--- src/verilog/bridge_corr_pkg.sv ---
// Shared constants and types for the bridge correction datapath
package bridge_corr_pkg;
  localparam int DW = 18;
  localparam logic signed [17:0] SAT_MAX = 18'sh1ffff;
  localparam logic signed [17:0] SAT_MIN = -18'sh20000;
  localparam logic signed [17:0] ONE_Q15 = 18'sh08000;
  localparam int SHIFT = 15;
  localparam logic [7:0] CMD_WR_ID_LOW = 8'h40;
  localparam logic [7:0] CMD_WR_ID_HIGH = 8'h41;
  localparam logic [7:0] CMD_RAW_BRIDGE_STORED = 8'ha2;
  localparam logic [7:0] CMD_RAW_BRIDGE_GIVEN = 8'ha3;
  localparam logic [7:0] CMD_RAW_TEMP_PRESET = 8'ha6;
  localparam logic [7:0] CMD_RAW_TEMP_GIVEN = 8'ha7;
  localparam logic [5:0] ADDR_ID_LOW = 6'h00;
  localparam logic [5:0] ADDR_ID_HIGH = 6'h01;
  localparam logic [5:0] ADDR_BRIDGE_SETUP = 6'h10;
  localparam logic [15:0] ID_RESET = 16'h0000;
  localparam logic [15:0] SETUP_RESET = 16'h0000;
  localparam logic [15:0] TEMP_SETUP_PRESET = 16'h0000;
  localparam logic [15:0] OUT_MAX = 16'hffff;
  localparam int STATUS_SAT_BIT = 0;
  localparam int PIPE_STEPS = 9;
  typedef struct packed {
    logic signed [17:0] temp_raw;
    logic signed [17:0] bridge_raw;
    logic signed [17:0] ref_temp;
    logic signed [17:0] gain_drift;
    logic signed [17:0] offset_drift;
    logic signed [17:0] gain_drift2;
    logic signed [17:0] offset_drift2;
    logic signed [17:0] bridge_offset;
    logic signed [17:0] bridge_gain;
    logic signed [17:0] bridge2;
    logic               shape_select;
  } corr_in_s;
  typedef struct packed {
    logic [5:0]  addr;
    logic [15:0] data;
  } mem_wr_s;
endpackage

--- src/verilog/bridge_signal_correction.sv ---
// Bridge correction datapath with calibration command handling
// Contract
// - Identity words written by 40/41 land at addresses zero and one.
// - A2 with zero data measures bridge using stored setup word.
// - A3 measures bridge using the setup word sent with it.
// - A6 with zero data measures temperature using preset setup.
// - A7 measures temperature using the setup word sent with it.
// - Any intermediate saturation is flagged in status bit zero.
// - Shape select zero means parabolic, otherwise S-shaped.
// - Temperature difference is raw minus reference, saturated to 18 bits.
// - Gain factor from drift terms, each step saturated.
// - Offset term sums offset, raw bridge and drift correction, saturated.
// - Output: intermediate times second-order term plus one, clamped.
// - Corrected output is unsigned 16 bits, zero to ffff.
`timescale 1ns/1ps
module bridge_signal_correction
  import bridge_corr_pkg::*;
(
  // Clock and reset
  input  wire logic                     sys_clk_in,
  input  wire logic                     rstn_in,
  // Command port
  input  wire logic                     cmd_valid_in,
  input  wire logic [7:0]               cmd_code_in,
  input  wire logic [15:0]              cmd_data_in,
  output logic                          cmd_ready_out,
  // Measurement request to front end
  output logic                          meas_start_out,
  output logic                          meas_is_temp_out,
  output logic [15:0]                   meas_setup_out,
  // Correction request
  input  wire logic                     corr_start_in,
  input  wire bridge_corr_pkg::corr_in_s corr_in,
  // Results
  output logic                          result_valid_out,
  output logic [15:0]                   result_out,
  output logic [7:0]                    status_out,
  output logic [15:0]                   id_low_out,
  output logic [15:0]                   id_high_out,
  output logic [15:0]                   bridge_setup_out
);
  typedef enum logic [1:0] {
    ST_IDLE = 2'b00,
    ST_RUN  = 2'b01,
    ST_DONE = 2'b10
  } state_e;

  state_e             state;
  state_e             next_state;
  logic [3:0]         step;
  logic [3:0]         next_step;
  logic signed [17:0] dt, k1, k2, z, tmp;
  logic signed [17:0] next_dt, next_k1, next_k2, next_z, next_tmp;
  logic               sat;
  logic               next_sat;
  logic [15:0]        result;
  logic [15:0]        next_result;
  logic               rvalid;
  logic               next_rvalid;
  logic [15:0]        id_low, id_high, setup;
  logic [15:0]        next_id_low, next_id_high, next_setup;
  logic               mstart, mtemp;
  logic               next_mstart, next_mtemp;
  logic [15:0]        msetup;
  logic [15:0]        next_msetup;
  corr_in_s           op;
  corr_in_s           next_op;

  logic signed [17:0] ua, ub, uadd, uy;
  logic               umul, usat;
  logic signed [18:0] dt_diff;

  // Wide subtract; negating the reference in 18 bits would wrap
  assign dt_diff = 19'(op.temp_raw) - 19'(op.ref_temp);

  sat_mul_unit u_alu (
    .a_in    (ua),
    .b_in    (ub),
    .add_in  (uadd),
    .mul_in  (umul),
    .y_out   (uy),
    .sat_out (usat)
  );

  function automatic logic signed [17:0] clamp_pos(input logic signed [17:0] v);
    clamp_pos = (v < 18'sh0) ? 18'sh0 : v;
  endfunction

  // Command decode
  always_comb begin
    next_id_low = id_low;
    next_id_high = id_high;
    next_setup = setup;
    next_mstart = 1'b0;
    next_mtemp = mtemp;
    next_msetup = msetup;
    if (cmd_valid_in) begin
      case (cmd_code_in)
        CMD_WR_ID_LOW: next_id_low = cmd_data_in;
        CMD_WR_ID_HIGH: next_id_high = cmd_data_in;
        CMD_RAW_BRIDGE_STORED: begin
          if (cmd_data_in == 16'h0000) begin
            next_mstart = 1'b1;
            next_mtemp = 1'b0;
            next_msetup = setup;
          end
        end
        CMD_RAW_BRIDGE_GIVEN: begin
          next_mstart = 1'b1;
          next_mtemp = 1'b0;
          next_msetup = cmd_data_in;
        end
        CMD_RAW_TEMP_PRESET: begin
          if (cmd_data_in == 16'h0000) begin
            next_mstart = 1'b1;
            next_mtemp = 1'b1;
            next_msetup = TEMP_SETUP_PRESET;
          end
        end
        CMD_RAW_TEMP_GIVEN: begin
          next_mstart = 1'b1;
          next_mtemp = 1'b1;
          next_msetup = cmd_data_in;
        end
        default: begin
          // Memory write base plus setup address
          if (cmd_code_in == CMD_WR_ID_LOW + {2'b00, ADDR_BRIDGE_SETUP}) begin
            next_setup = cmd_data_in;
          end
        end
      endcase
    end
  end

  // Step sequencing: one ALU operation per cycle
  always_comb begin
    next_state = state;
    next_step = step;
    next_dt = dt;
    next_k1 = k1;
    next_k2 = k2;
    next_z = z;
    next_tmp = tmp;
    next_sat = sat;
    next_result = result;
    next_rvalid = 1'b0;
    next_op = op;
    ua = 18'sh0;
    ub = 18'sh0;
    uadd = 18'sh0;
    umul = 1'b0;
    case (state)
      ST_IDLE: begin
        if (corr_start_in) begin
          next_op = corr_in;
          next_sat = 1'b0;
          next_step = 4'h0;
          next_state = ST_RUN;
        end
      end
      ST_RUN: begin
        next_step = step + 4'h1;
        case (step)
          4'h0: begin
            if (dt_diff > 19'(SAT_MAX)) begin
              next_dt = SAT_MAX;
              next_sat = 1'b1;
            end else if (dt_diff < 19'(SAT_MIN)) begin
              next_dt = SAT_MIN;
              next_sat = 1'b1;
            end else begin
              next_dt = dt_diff[17:0];
            end
          end
          4'h1: begin
            ua = op.gain_drift2; ub = dt; umul = 1'b1; uadd = op.gain_drift;
            next_tmp = uy;
          end
          4'h2: begin ua = dt; ub = tmp; umul = 1'b1; uadd = ONE_Q15; next_k1 = uy; end
          4'h3: begin
            ua = op.offset_drift2; ub = dt; umul = 1'b1; uadd = op.offset_drift;
            next_tmp = uy;
          end
          4'h4: begin ua = dt; ub = tmp; umul = 1'b1; uadd = op.bridge_raw; next_tmp = uy; end
          4'h5: begin ua = op.bridge_offset; uadd = tmp; next_k2 = uy; end
          4'h6: begin ua = k1; ub = k2; umul = 1'b1; next_tmp = uy; end
          4'h7: begin
            ua = op.bridge_gain; ub = tmp; umul = 1'b1;
            uadd = op.shape_select ? 18'sh0 : ONE_Q15;
            next_z = op.shape_select ? uy : clamp_pos(uy);
            if (!op.shape_select && uy < 18'sh0) next_sat = 1'b1;
          end
          4'h8: begin
            ua = op.bridge2; ub = (op.shape_select && z < 18'sh0) ? -z : z;
            umul = 1'b1; uadd = ONE_Q15; next_tmp = uy;
          end
          default: begin
            ua = z; ub = tmp; umul = 1'b1;
            uadd = op.shape_select ? ONE_Q15 : 18'sh0;
            if (uy < 18'sh0) begin
              next_result = 16'h0000;
              next_sat = 1'b1;
            end else if (uy > 18'sh0ffff) begin
              next_result = OUT_MAX;
              next_sat = 1'b1;
            end else begin
              next_result = uy[15:0];
            end
            next_state = ST_DONE;
          end
        endcase
        if (usat) next_sat = 1'b1;
      end
      ST_DONE: begin
        next_rvalid = 1'b1;
        next_state = ST_IDLE;
      end
      default: next_state = ST_IDLE;
    endcase
  end

  always_ff @(posedge sys_clk_in) begin
    if (!rstn_in) begin
      state <= ST_IDLE;
      step <= 4'h0;
      dt <= 18'sh0;
      k1 <= 18'sh0;
      k2 <= 18'sh0;
      z <= 18'sh0;
      tmp <= 18'sh0;
      sat <= 1'b0;
      result <= 16'h0000;
      rvalid <= 1'b0;
      op <= '0;
      id_low <= ID_RESET;
      id_high <= ID_RESET;
      setup <= SETUP_RESET;
      mstart <= 1'b0;
      mtemp <= 1'b0;
      msetup <= 16'h0000;
    end else begin
      state <= next_state;
      step <= next_step;
      dt <= next_dt;
      k1 <= next_k1;
      k2 <= next_k2;
      z <= next_z;
      tmp <= next_tmp;
      sat <= next_sat;
      result <= next_result;
      rvalid <= next_rvalid;
      op <= next_op;
      id_low <= next_id_low;
      id_high <= next_id_high;
      setup <= next_setup;
      mstart <= next_mstart;
      mtemp <= next_mtemp;
      msetup <= next_msetup;
    end
  end

  // Commands never stall; measurement itself is external
  assign cmd_ready_out = 1'b1;
  assign meas_start_out = mstart;
  assign meas_is_temp_out = mtemp;
  assign meas_setup_out = msetup;
  assign result_valid_out = rvalid;
  assign result_out = result;
  assign status_out = {7'h00, sat};
  assign id_low_out = id_low;
  assign id_high_out = id_high;
  assign bridge_setup_out = setup;
endmodule

--- src/verilog/sat_mul_unit.sv ---
// Scaled signed multiply and saturating add unit
`timescale 1ns/1ps
module sat_mul_unit
  import bridge_corr_pkg::*;
(
  // Operands
  input  wire logic signed [17:0] a_in,
  input  wire logic signed [17:0] b_in,
  input  wire logic signed [17:0] add_in,
  input  wire logic               mul_in,
  // Result
  output logic signed [17:0]      y_out,
  output logic                    sat_out
);
  logic signed [35:0] prod;
  logic signed [35:0] shifted;
  logic signed [17:0] term;
  logic               term_sat;
  logic signed [18:0] sum;
  always_comb begin
    prod = a_in * b_in;
    shifted = prod >>> SHIFT;
    term = a_in;
    term_sat = 1'b0;
    // Product clamps on its own first, so a large addend cannot mask it
    if (mul_in) begin
      if (shifted > 36'(SAT_MAX)) begin
        term = SAT_MAX;
        term_sat = 1'b1;
      end else if (shifted < 36'(SAT_MIN)) begin
        term = SAT_MIN;
        term_sat = 1'b1;
      end else begin
        term = shifted[17:0];
      end
    end
    sum = 19'(term) + 19'(add_in);
    sat_out = term_sat;
    if (sum > 19'(SAT_MAX)) begin
      y_out = SAT_MAX;
      sat_out = 1'b1;
    end else if (sum < 19'(SAT_MIN)) begin
      y_out = SAT_MIN;
      sat_out = 1'b1;
    end else begin
      y_out = sum[17:0];
    end
  end
endmodule
--- config.mk ---
export PLATFORM = sky130hd
export DESIGN_NAME = bridge_signal_correction
export DESIGN_NICKNAME = d
export VERILOG_FILES = /design/src/verilog/bridge_corr_pkg.sv /design/src/verilog/bridge_signal_correction.sv /design/src/verilog/sat_mul_unit.sv
export SDC_FILE = /design/constraint.sdc
export NUM_CORES = 2
export LEC_CHECK = 0
export BUFFER_PORTS_ARGS = -buffer_cell sky130_fd_sc_hd__buf_2
export CORE_MARGIN = 2
export CORE_UTILIZATION = 44
export DETAILED_ROUTE_END_ITERATION = 7
export GPL_ROUTABILITY_DRIVEN = 0
export GPL_TIMING_DRIVEN = 0
export PLACE_DENSITY = 0.71
export SYNTH_ARGS = -nofsm -noshare
export SYNTH_HDL_FRONTEND = slang
export SYNTH_SLANG_ARGS = --single-unit
--- constraint.sdc ---
create_clock -name sys_clk_in -period 15.9 [get_ports sys_clk_in]
set_clock_uncertainty 0.15 [all_clocks]
set_input_delay 1.59 -clock sys_clk_in [delete_from_list [all_inputs] [get_ports sys_clk_in]]
set_output_delay 1.59 -clock sys_clk_in [all_outputs]
set_load 0.005 [all_outputs]
# Word-level counts from Yosys, hierarchy flattened

Index checks and enable logic that the tools add are counted.

Flip-flop bits (word level): 361
Latch bits: 0
Bits in writable memories: 0
Memory bits (read-only): 0
Input bits: 209
Output and inout bits: 92
Logic and storage cells: 154
Memories: 0

Add/sub/neg operators: 4
Multiply operators: 1
Divide/modulo/power cells: 0
Order comparisons: 9
Equality and inequality tests: 25
Shift-type cells: 0
Mux-type cells: 50
Bitwise operators: 2
Reduce and logical (&&, ||, !) cells: 36

Operators with widths:

| operator             | number |
|---|---|
| $mux 18              | 13 |
| $pmux 18 s8          | 1 |
| $pmux 18 s7          | 1 |
| $mux 16              | 6 |
| $pmux 18 s4          | 1 |
| $pmux 16 s3          | 1 |
| $gt 19x18->1 const B | 2 |
| $lt 19x18->1 const B | 2 |
| $lt 18x1->1 const B  | 2 |
| $mul 18x18->36       | 1 |
| $eq 8x8->1 const B   | 4 |
| $eq 8x7->1 const B   | 3 |
| $reduce_and 2->1     | 12 |
| $gt 21x18->1 const B | 1 |
| $lt 21x18->1 const B | 1 |
| $add 18x18->19       | 1 |
| $sub 18x18->19       | 1 |
| $gt 18x17->1 const B | 1 |
| $mux 1               | 18 |
| $neg 18->18          | 1 |
| $eq 4x3->1 const B   | 4 |
| $logic_not 16->1     | 1 |
| $reduce_or 2->1      | 7 |
| $reduce_or 9->1      | 1 |
| 32 further kinds     | 41 |

# Longest topological paths before layout

Depth after elaboration: 20
Mapped depth: 52

# By module

From an unflattened synthesis, not the netlist that was laid out.

Cells, all modules: 3577
Area, all modules: 30427.9 um2

By module, submodules not included:

| module                   | times used | cells each | area each (um2) | seq. area each (um2) |
|---|---|---|---|---|
| bridge_signal_correction | 1          | 2099       | 17181.5         | 7226.9 |
| sat_mul_unit             | 1          | 1478       | 13246.5         | 0.0 |

# Worst setup path after synthesis

OpenSTA, ideal clock, no wires.

Path kind: reg-to-reg
Start point: register step[0]
End point: register sat
Setup time: 0.122 ns
Arrival time: 11.333 ns
Required time: 15.628 ns
Path slack: 4.295 ns
Cell stages (with the launch flop): 50
Period minus slack after synthesis: 11.605 ns
Cells stage by stage: dfxtp_1 inv_1 ha_1 buf_6 or4_4 a22oi_4 clkbuf_1 a222oi_1 nand2_1 nor2_1 nor2_1 clkbuf_1 nand2_1 fa_1 inv_1 fa_1 ha_1 inv_1 [14 not listed] a41o_1 a2111oi_4 a21o_2 nand2_2 buf_6 o22ai_1 ha_1 a21o_1 a21oi_1 o21ai_0 a21oi_1 a31oi_2 mux2i_1 a2111o_1 or2_1 o311ai_0 a21oi_1 a311o_1

Cells in the longest elaborated chain, start to end: 18

Ends and longest elaborated chain:

| element                                    | RTL line                                                         | text |
|---|---|---|
| start: declaration                         | bridge_signal_correction.sv:50                                   | `logic [3:0] step;` |
| start signal: assignment                   | bridge_signal_correction.sv:243                                  | `step <= next_step;` |
| $eq 4x3->1, or another cell as far along   | bridge_signal_correction.sv:163                                  | `case (step)` |
| $reduce_or 2->1 (no line)                  | n/a                                                              |  |
| $pmux 18 s8 or $pmux 18 s4 (tied branches) | bridge_signal_correction.sv:163                                  |  |
| $mux 18                                    | bridge_signal_correction.sv:152                                  | `case (state)` |
| $mul 18x18->36                             | sat_mul_unit.sv:21                                               | `prod = a_in * b_in;` |
| $lt 21x18->1                               | sat_mul_unit.sv:30                                               | `end else if (shifted < 36'(SAT_MIN)) begin` |
| $mux 18                                    | sat_mul_unit.sv:30                                               |  |
| $mux 18                                    | sat_mul_unit.sv:27                                               | `if (shifted > 36'(SAT_MAX)) begin` |
| [2 not listed]                             | n/a                                                              |  |
| $lt 19x18->1                               | sat_mul_unit.sv:42                                               | `end else if (sum < 19'(SAT_MIN)) begin` |
| $mux 18                                    | sat_mul_unit.sv:42                                               |  |
| $mux 18                                    | sat_mul_unit.sv:39                                               | `if (sum > 19'(SAT_MAX)) begin` |
| $lt 18x1->1                                | bridge_signal_correction.sv:191, bridge_signal_correction.sv:200 |  |
| $mux 1                                     | bridge_signal_correction.sv:200                                  | `if (uy < 18'sh0) begin` |
| $pmux 1 s3                                 | bridge_signal_correction.sv:163                                  |  |
| $mux 1                                     | bridge_signal_correction.sv:212                                  | `if (usat) next_sat = 1'b1;` |
| $pmux 1 s2                                 | bridge_signal_correction.sv:152                                  |  |
| end signal: assignment                     | bridge_signal_correction.sv:249                                  | `sat <= next_sat;` |
| end: declaration                           | bridge_signal_correction.sv:54                                   | `logic sat;` |

Parallel ways exist; a longest one is shown, timed or not.
A chain may end at the register's enable or synchronous reset.

# Final worst setup path

Start point: register step[0]
End point: register z[13]

Cells in the longest elaborated chain, start to end: 16

Ends and longest elaborated chain:

| element                                    | RTL line                        | text |
|---|---|---|
| $eq 4x3->1, or another cell as far along   | bridge_signal_correction.sv:163 |  |
| $reduce_or 2->1 (no line)                  | n/a                             |  |
| $pmux 18 s8 or $pmux 18 s4 (tied branches) | bridge_signal_correction.sv:163 |  |
| $mux 18                                    | bridge_signal_correction.sv:152 |  |
| $mul 18x18->36                             | sat_mul_unit.sv:21              |  |
| $lt 21x18->1                               | sat_mul_unit.sv:30              |  |
| $mux 18                                    | sat_mul_unit.sv:30              |  |
| $mux 18                                    | sat_mul_unit.sv:27              |  |
| $mux 18                                    | sat_mul_unit.sv:26              | `if (mul_in) begin` |
| $add 18x18->19                             | sat_mul_unit.sv:37              | `sum = 19'(term) + 19'(add_in);` |
| $lt 19x18->1                               | sat_mul_unit.sv:42              |  |
| $mux 18                                    | sat_mul_unit.sv:42              |  |
| $mux 18                                    | sat_mul_unit.sv:39              |  |
| $lt 18x1->1                                | bridge_signal_correction.sv:86  | `clamp_pos = (v < 18'sh0) ? 18'sh0 : v;` |
| $mux 18                                    | bridge_signal_correction.sv:86  |  |
| $mux 18                                    | bridge_signal_correction.sv:190 | `next_z = op.shape_select ? uy : clamp_pos(uy);` |
| end signal: assignment                     | bridge_signal_correction.sv:247 | `z <= next_z;` |
| end: declaration                           | bridge_signal_correction.sv:52  | `logic signed [17:0] dt, k1, k2, z, tmp;` |

Parallel ways exist; a longest one is shown, timed or not.

==> flow_summary.yaml <==
status:
  status: "complete, but fails checks"
  violations: "design-rule violations, max-capacitance violations, max-slew violations"
layout:
  fin_cells: 4846
  layout-drive-gt1-share_pct: 10.3
  nNetsFinal: 4612
  syn2layout_area_growth_pct: 12.7
  multi_input_area_sq_um: 20500
  final_core_util_pct: 50.3
  fin_area_sq_um: 34000
  regArea_sq_um: 7230
  fillCellCount: 6504
floorplanning:
  die_w_um: 266
  rows: 95
  die-area_sq_um: 70600
  core_sq_um: 67500
  start_util_pct: 44.7
  ios: 301
  die_y_um: 266
detailed_routing:
  drcViolationCount: 22
  viasPerCell: 5.73
  wl_um: 106000
  drt_iter0_drc: 2933
  post_drt_wl_per_cell_um: 21.8
  vias: 27700
  ant_nets: 0
  dr.pass1.iters: 8
global_routing:
  gr-total-overflow: 0
  grt_pass1_vias: 27300
  grt_pass1_wl_um: 161000
  grt_use_total_pct: 29.7
  grt_max_degree: 15
  antenna_found_initial: 4
synthesis:
  synthMuxAreaShare_pct: 1.83
  synth-main-ff-cell: "dfxtp_1"
  ys_ff_latch: 361
  yosysWarnings: 0
  synth.most_common_cell: "nand2_1"
  synth_top_area_share_pct: 24.0
  synth_top_family_by_area: "adder cells"
  synth_xor_area_share_pct: 2.03
  synth_area_sq_um: 30200
  yosys.area.top_type: "dfxtp_1"
  synthArstFlopShare_pct: 0
  synthAdderAreaFrac_pct: 27.6
  syn-instance-count: 3607
  synthTopCellsByArea: "dfxtp_1 24%, fa_1 22%, nand2_1 9.8%"
  syn_area_per_cell_sq_um: 8.36
  synth-compound-area-share_pct: 19.5
  ys_seq_area_share_pct: 24.0
  yosys.area_share.simple_pct: 17.0
  synth_edf_count: 0
  synth_common_cells: "784 x nand2_1, 404 x inv_1, 361 x dfxtp_1, 331 x fa_1, 220 x a21boi_0"
  ys_types: 91
worst_setup_path:
  start_kind: "flop"
  crit_family: "compound AO/OA/AOI/OAI gates"
  cp_slowest_cell: "a21boi_0"
  path_buf_inv: 13
  crit_path_max_incr_delay_ns: 1.18
  crit_type: "flop to flop"
  cp_max_fo: 10
  end_kind: "flop"
  crit_required_ns: 16.25
  arrival_ns: 15.58
timing:
  period_minus_slack_ns: 15.24
  finalCritPeriodShare_pct: 95.8
  hold_viol: 0
  worst_slew_pin_slew_ns: 1.52
  fmax_mhz: 65.6
  drv_slew: 17
  slew_headroom_pct: -1.93
  holdWs_ns: 0.310
  rsz0062_at_grt: "no"
  finalSetupTns_ns: 0
  setup_viol: 0
clocking:
  clk_pin_slew_ns: 0.07
  tritoncts: "done"
  clkLatencyLatePin_ns: 0.56
  clock-sinks: 361
  htree_levels: 2
  ctsLongestPathBuffers: 3
  clockRootBuffer: "clkbuf_16"
  cts_buffers: 37
  postCtsHoldBufs: 0
  post_cts_buffers: 0
flow_run:
  maxCapViolations: 3
power_and_ir_drop:
  powerDensity_nw_per_um2: 64.4
  p_leak_nw: 15.5
  vdd_drop_max_uv: 63.6
placement:
  placed_area_sq_um: 32700
  portBuffers: 291
  dpl.hpwl_um: 85600
  dpl.cell_count: 4779
hold_path:
  holdCritPathClass: "flop to flop"
cell usage in the layout (no fill, tap or decap), types with 19 or more instances in the layout:
cell type and instances:
a21boi_0 220, a21o_1 33, a21oi_1 138, a222oi_1 35, a22oi_1 82, and2_1 42
and3_1 25, buf_2 297, clkbuf_1 198, clkbuf_16 37, dfxtp_1 361, fa_1 331
ha_1 128, inv_1 404, mux2i_1 53, nand2_1 784, nand3_1 35, nor2_1 147
nor2b_1 78, nor3_1 22, o211a_1 38, o21ai_0 104, o21ai_1 19, xnor2_1 49
xor2_1 21
cell families after synthesis:
group                    after synthesis
AO/OA/AOI/OAI                        823
XOR/XNOR                              70
adder cells (fa/ha/maj)              468
buffers and inverters                633
flip-flops                           361
multiplexers                          55
other                                  2
AND/OR/NAND/NOR                     1195
repair_timing:
item / in CTS / in global routing
endpoints found under the hold margin: 0 / 0
setup endpoints to repair: 0 / 37
resized for setup: 0 / 5
routing by layer:
layer	vias to the layer above	wire, um	global-route usage [%]
met5	-	13	0
met4	2	6090	15.0
met3	378	11600	7.48
met2	1559	47300	47.3
met1	13300	40900	37.4
li1	12500	-	-
final cells by class:
type / instances / share of cell area, %
multi-input combinational: 2619 / 60.5
sequential: 361 / 21.3
inverter: 405 / 4.48
timing repair buffer: 293 / 4.33
tap: 873 / 3.22
clock buffer: 49 / 3.06
buffer: 227 / 2.70
clock inverter: 16 / 0.431
antenna: 3 / 0.0221
through the flow:
step,worst slack (ns),total power [mW]
finish,0.664,2.19
global route,0.00493,2.25
CTS,0.656,2.18
detailed placement,0.710,1.33
global placement,0.684,1.32
floorplan,4.30,1.18
report_power, final:
part / switching, mW / total [mW] / internal, mW
Clock: 0.394 / 0.863 / 0.469
Sequential: 0.0379 / 0.980 / 0.943
Combinational: 0.226 / 0.342 / 0.116
tightest hold or removal path, delay by kind of cell (launching register included):
kind,cells,cell delay [ns]
simple gates,1,0.04
flops,1,0.30
compound gates,1,0.06
flip-flops by register name, summed over array words and instances (netlist names), 18 cells and up:
signal / flops
z: 18
tmp: 18
k2: 18
op: 181
k1: 18
dt: 18
worst paths after layout:
path,start,to,slack [ns],cells past startpoint
setup / recovery,step[0]$_SDFFE_PN0P_,z[13]$_SDFFE_PN0P_,0.66,48
hold / removal,op[132]$_SDFFE_PN0P_,op[132]$_SDFFE_PN0P_,0.31,2
setup reg to reg,step[0]$_SDFFE_PN0P_,z[13]$_SDFFE_PN0P_,0.66,48
hold reg to reg,op[132]$_SDFFE_PN0P_,op[132]$_SDFFE_PN0P_,0.31,2
Note: power is estimated with default switching activity, not from simulation.
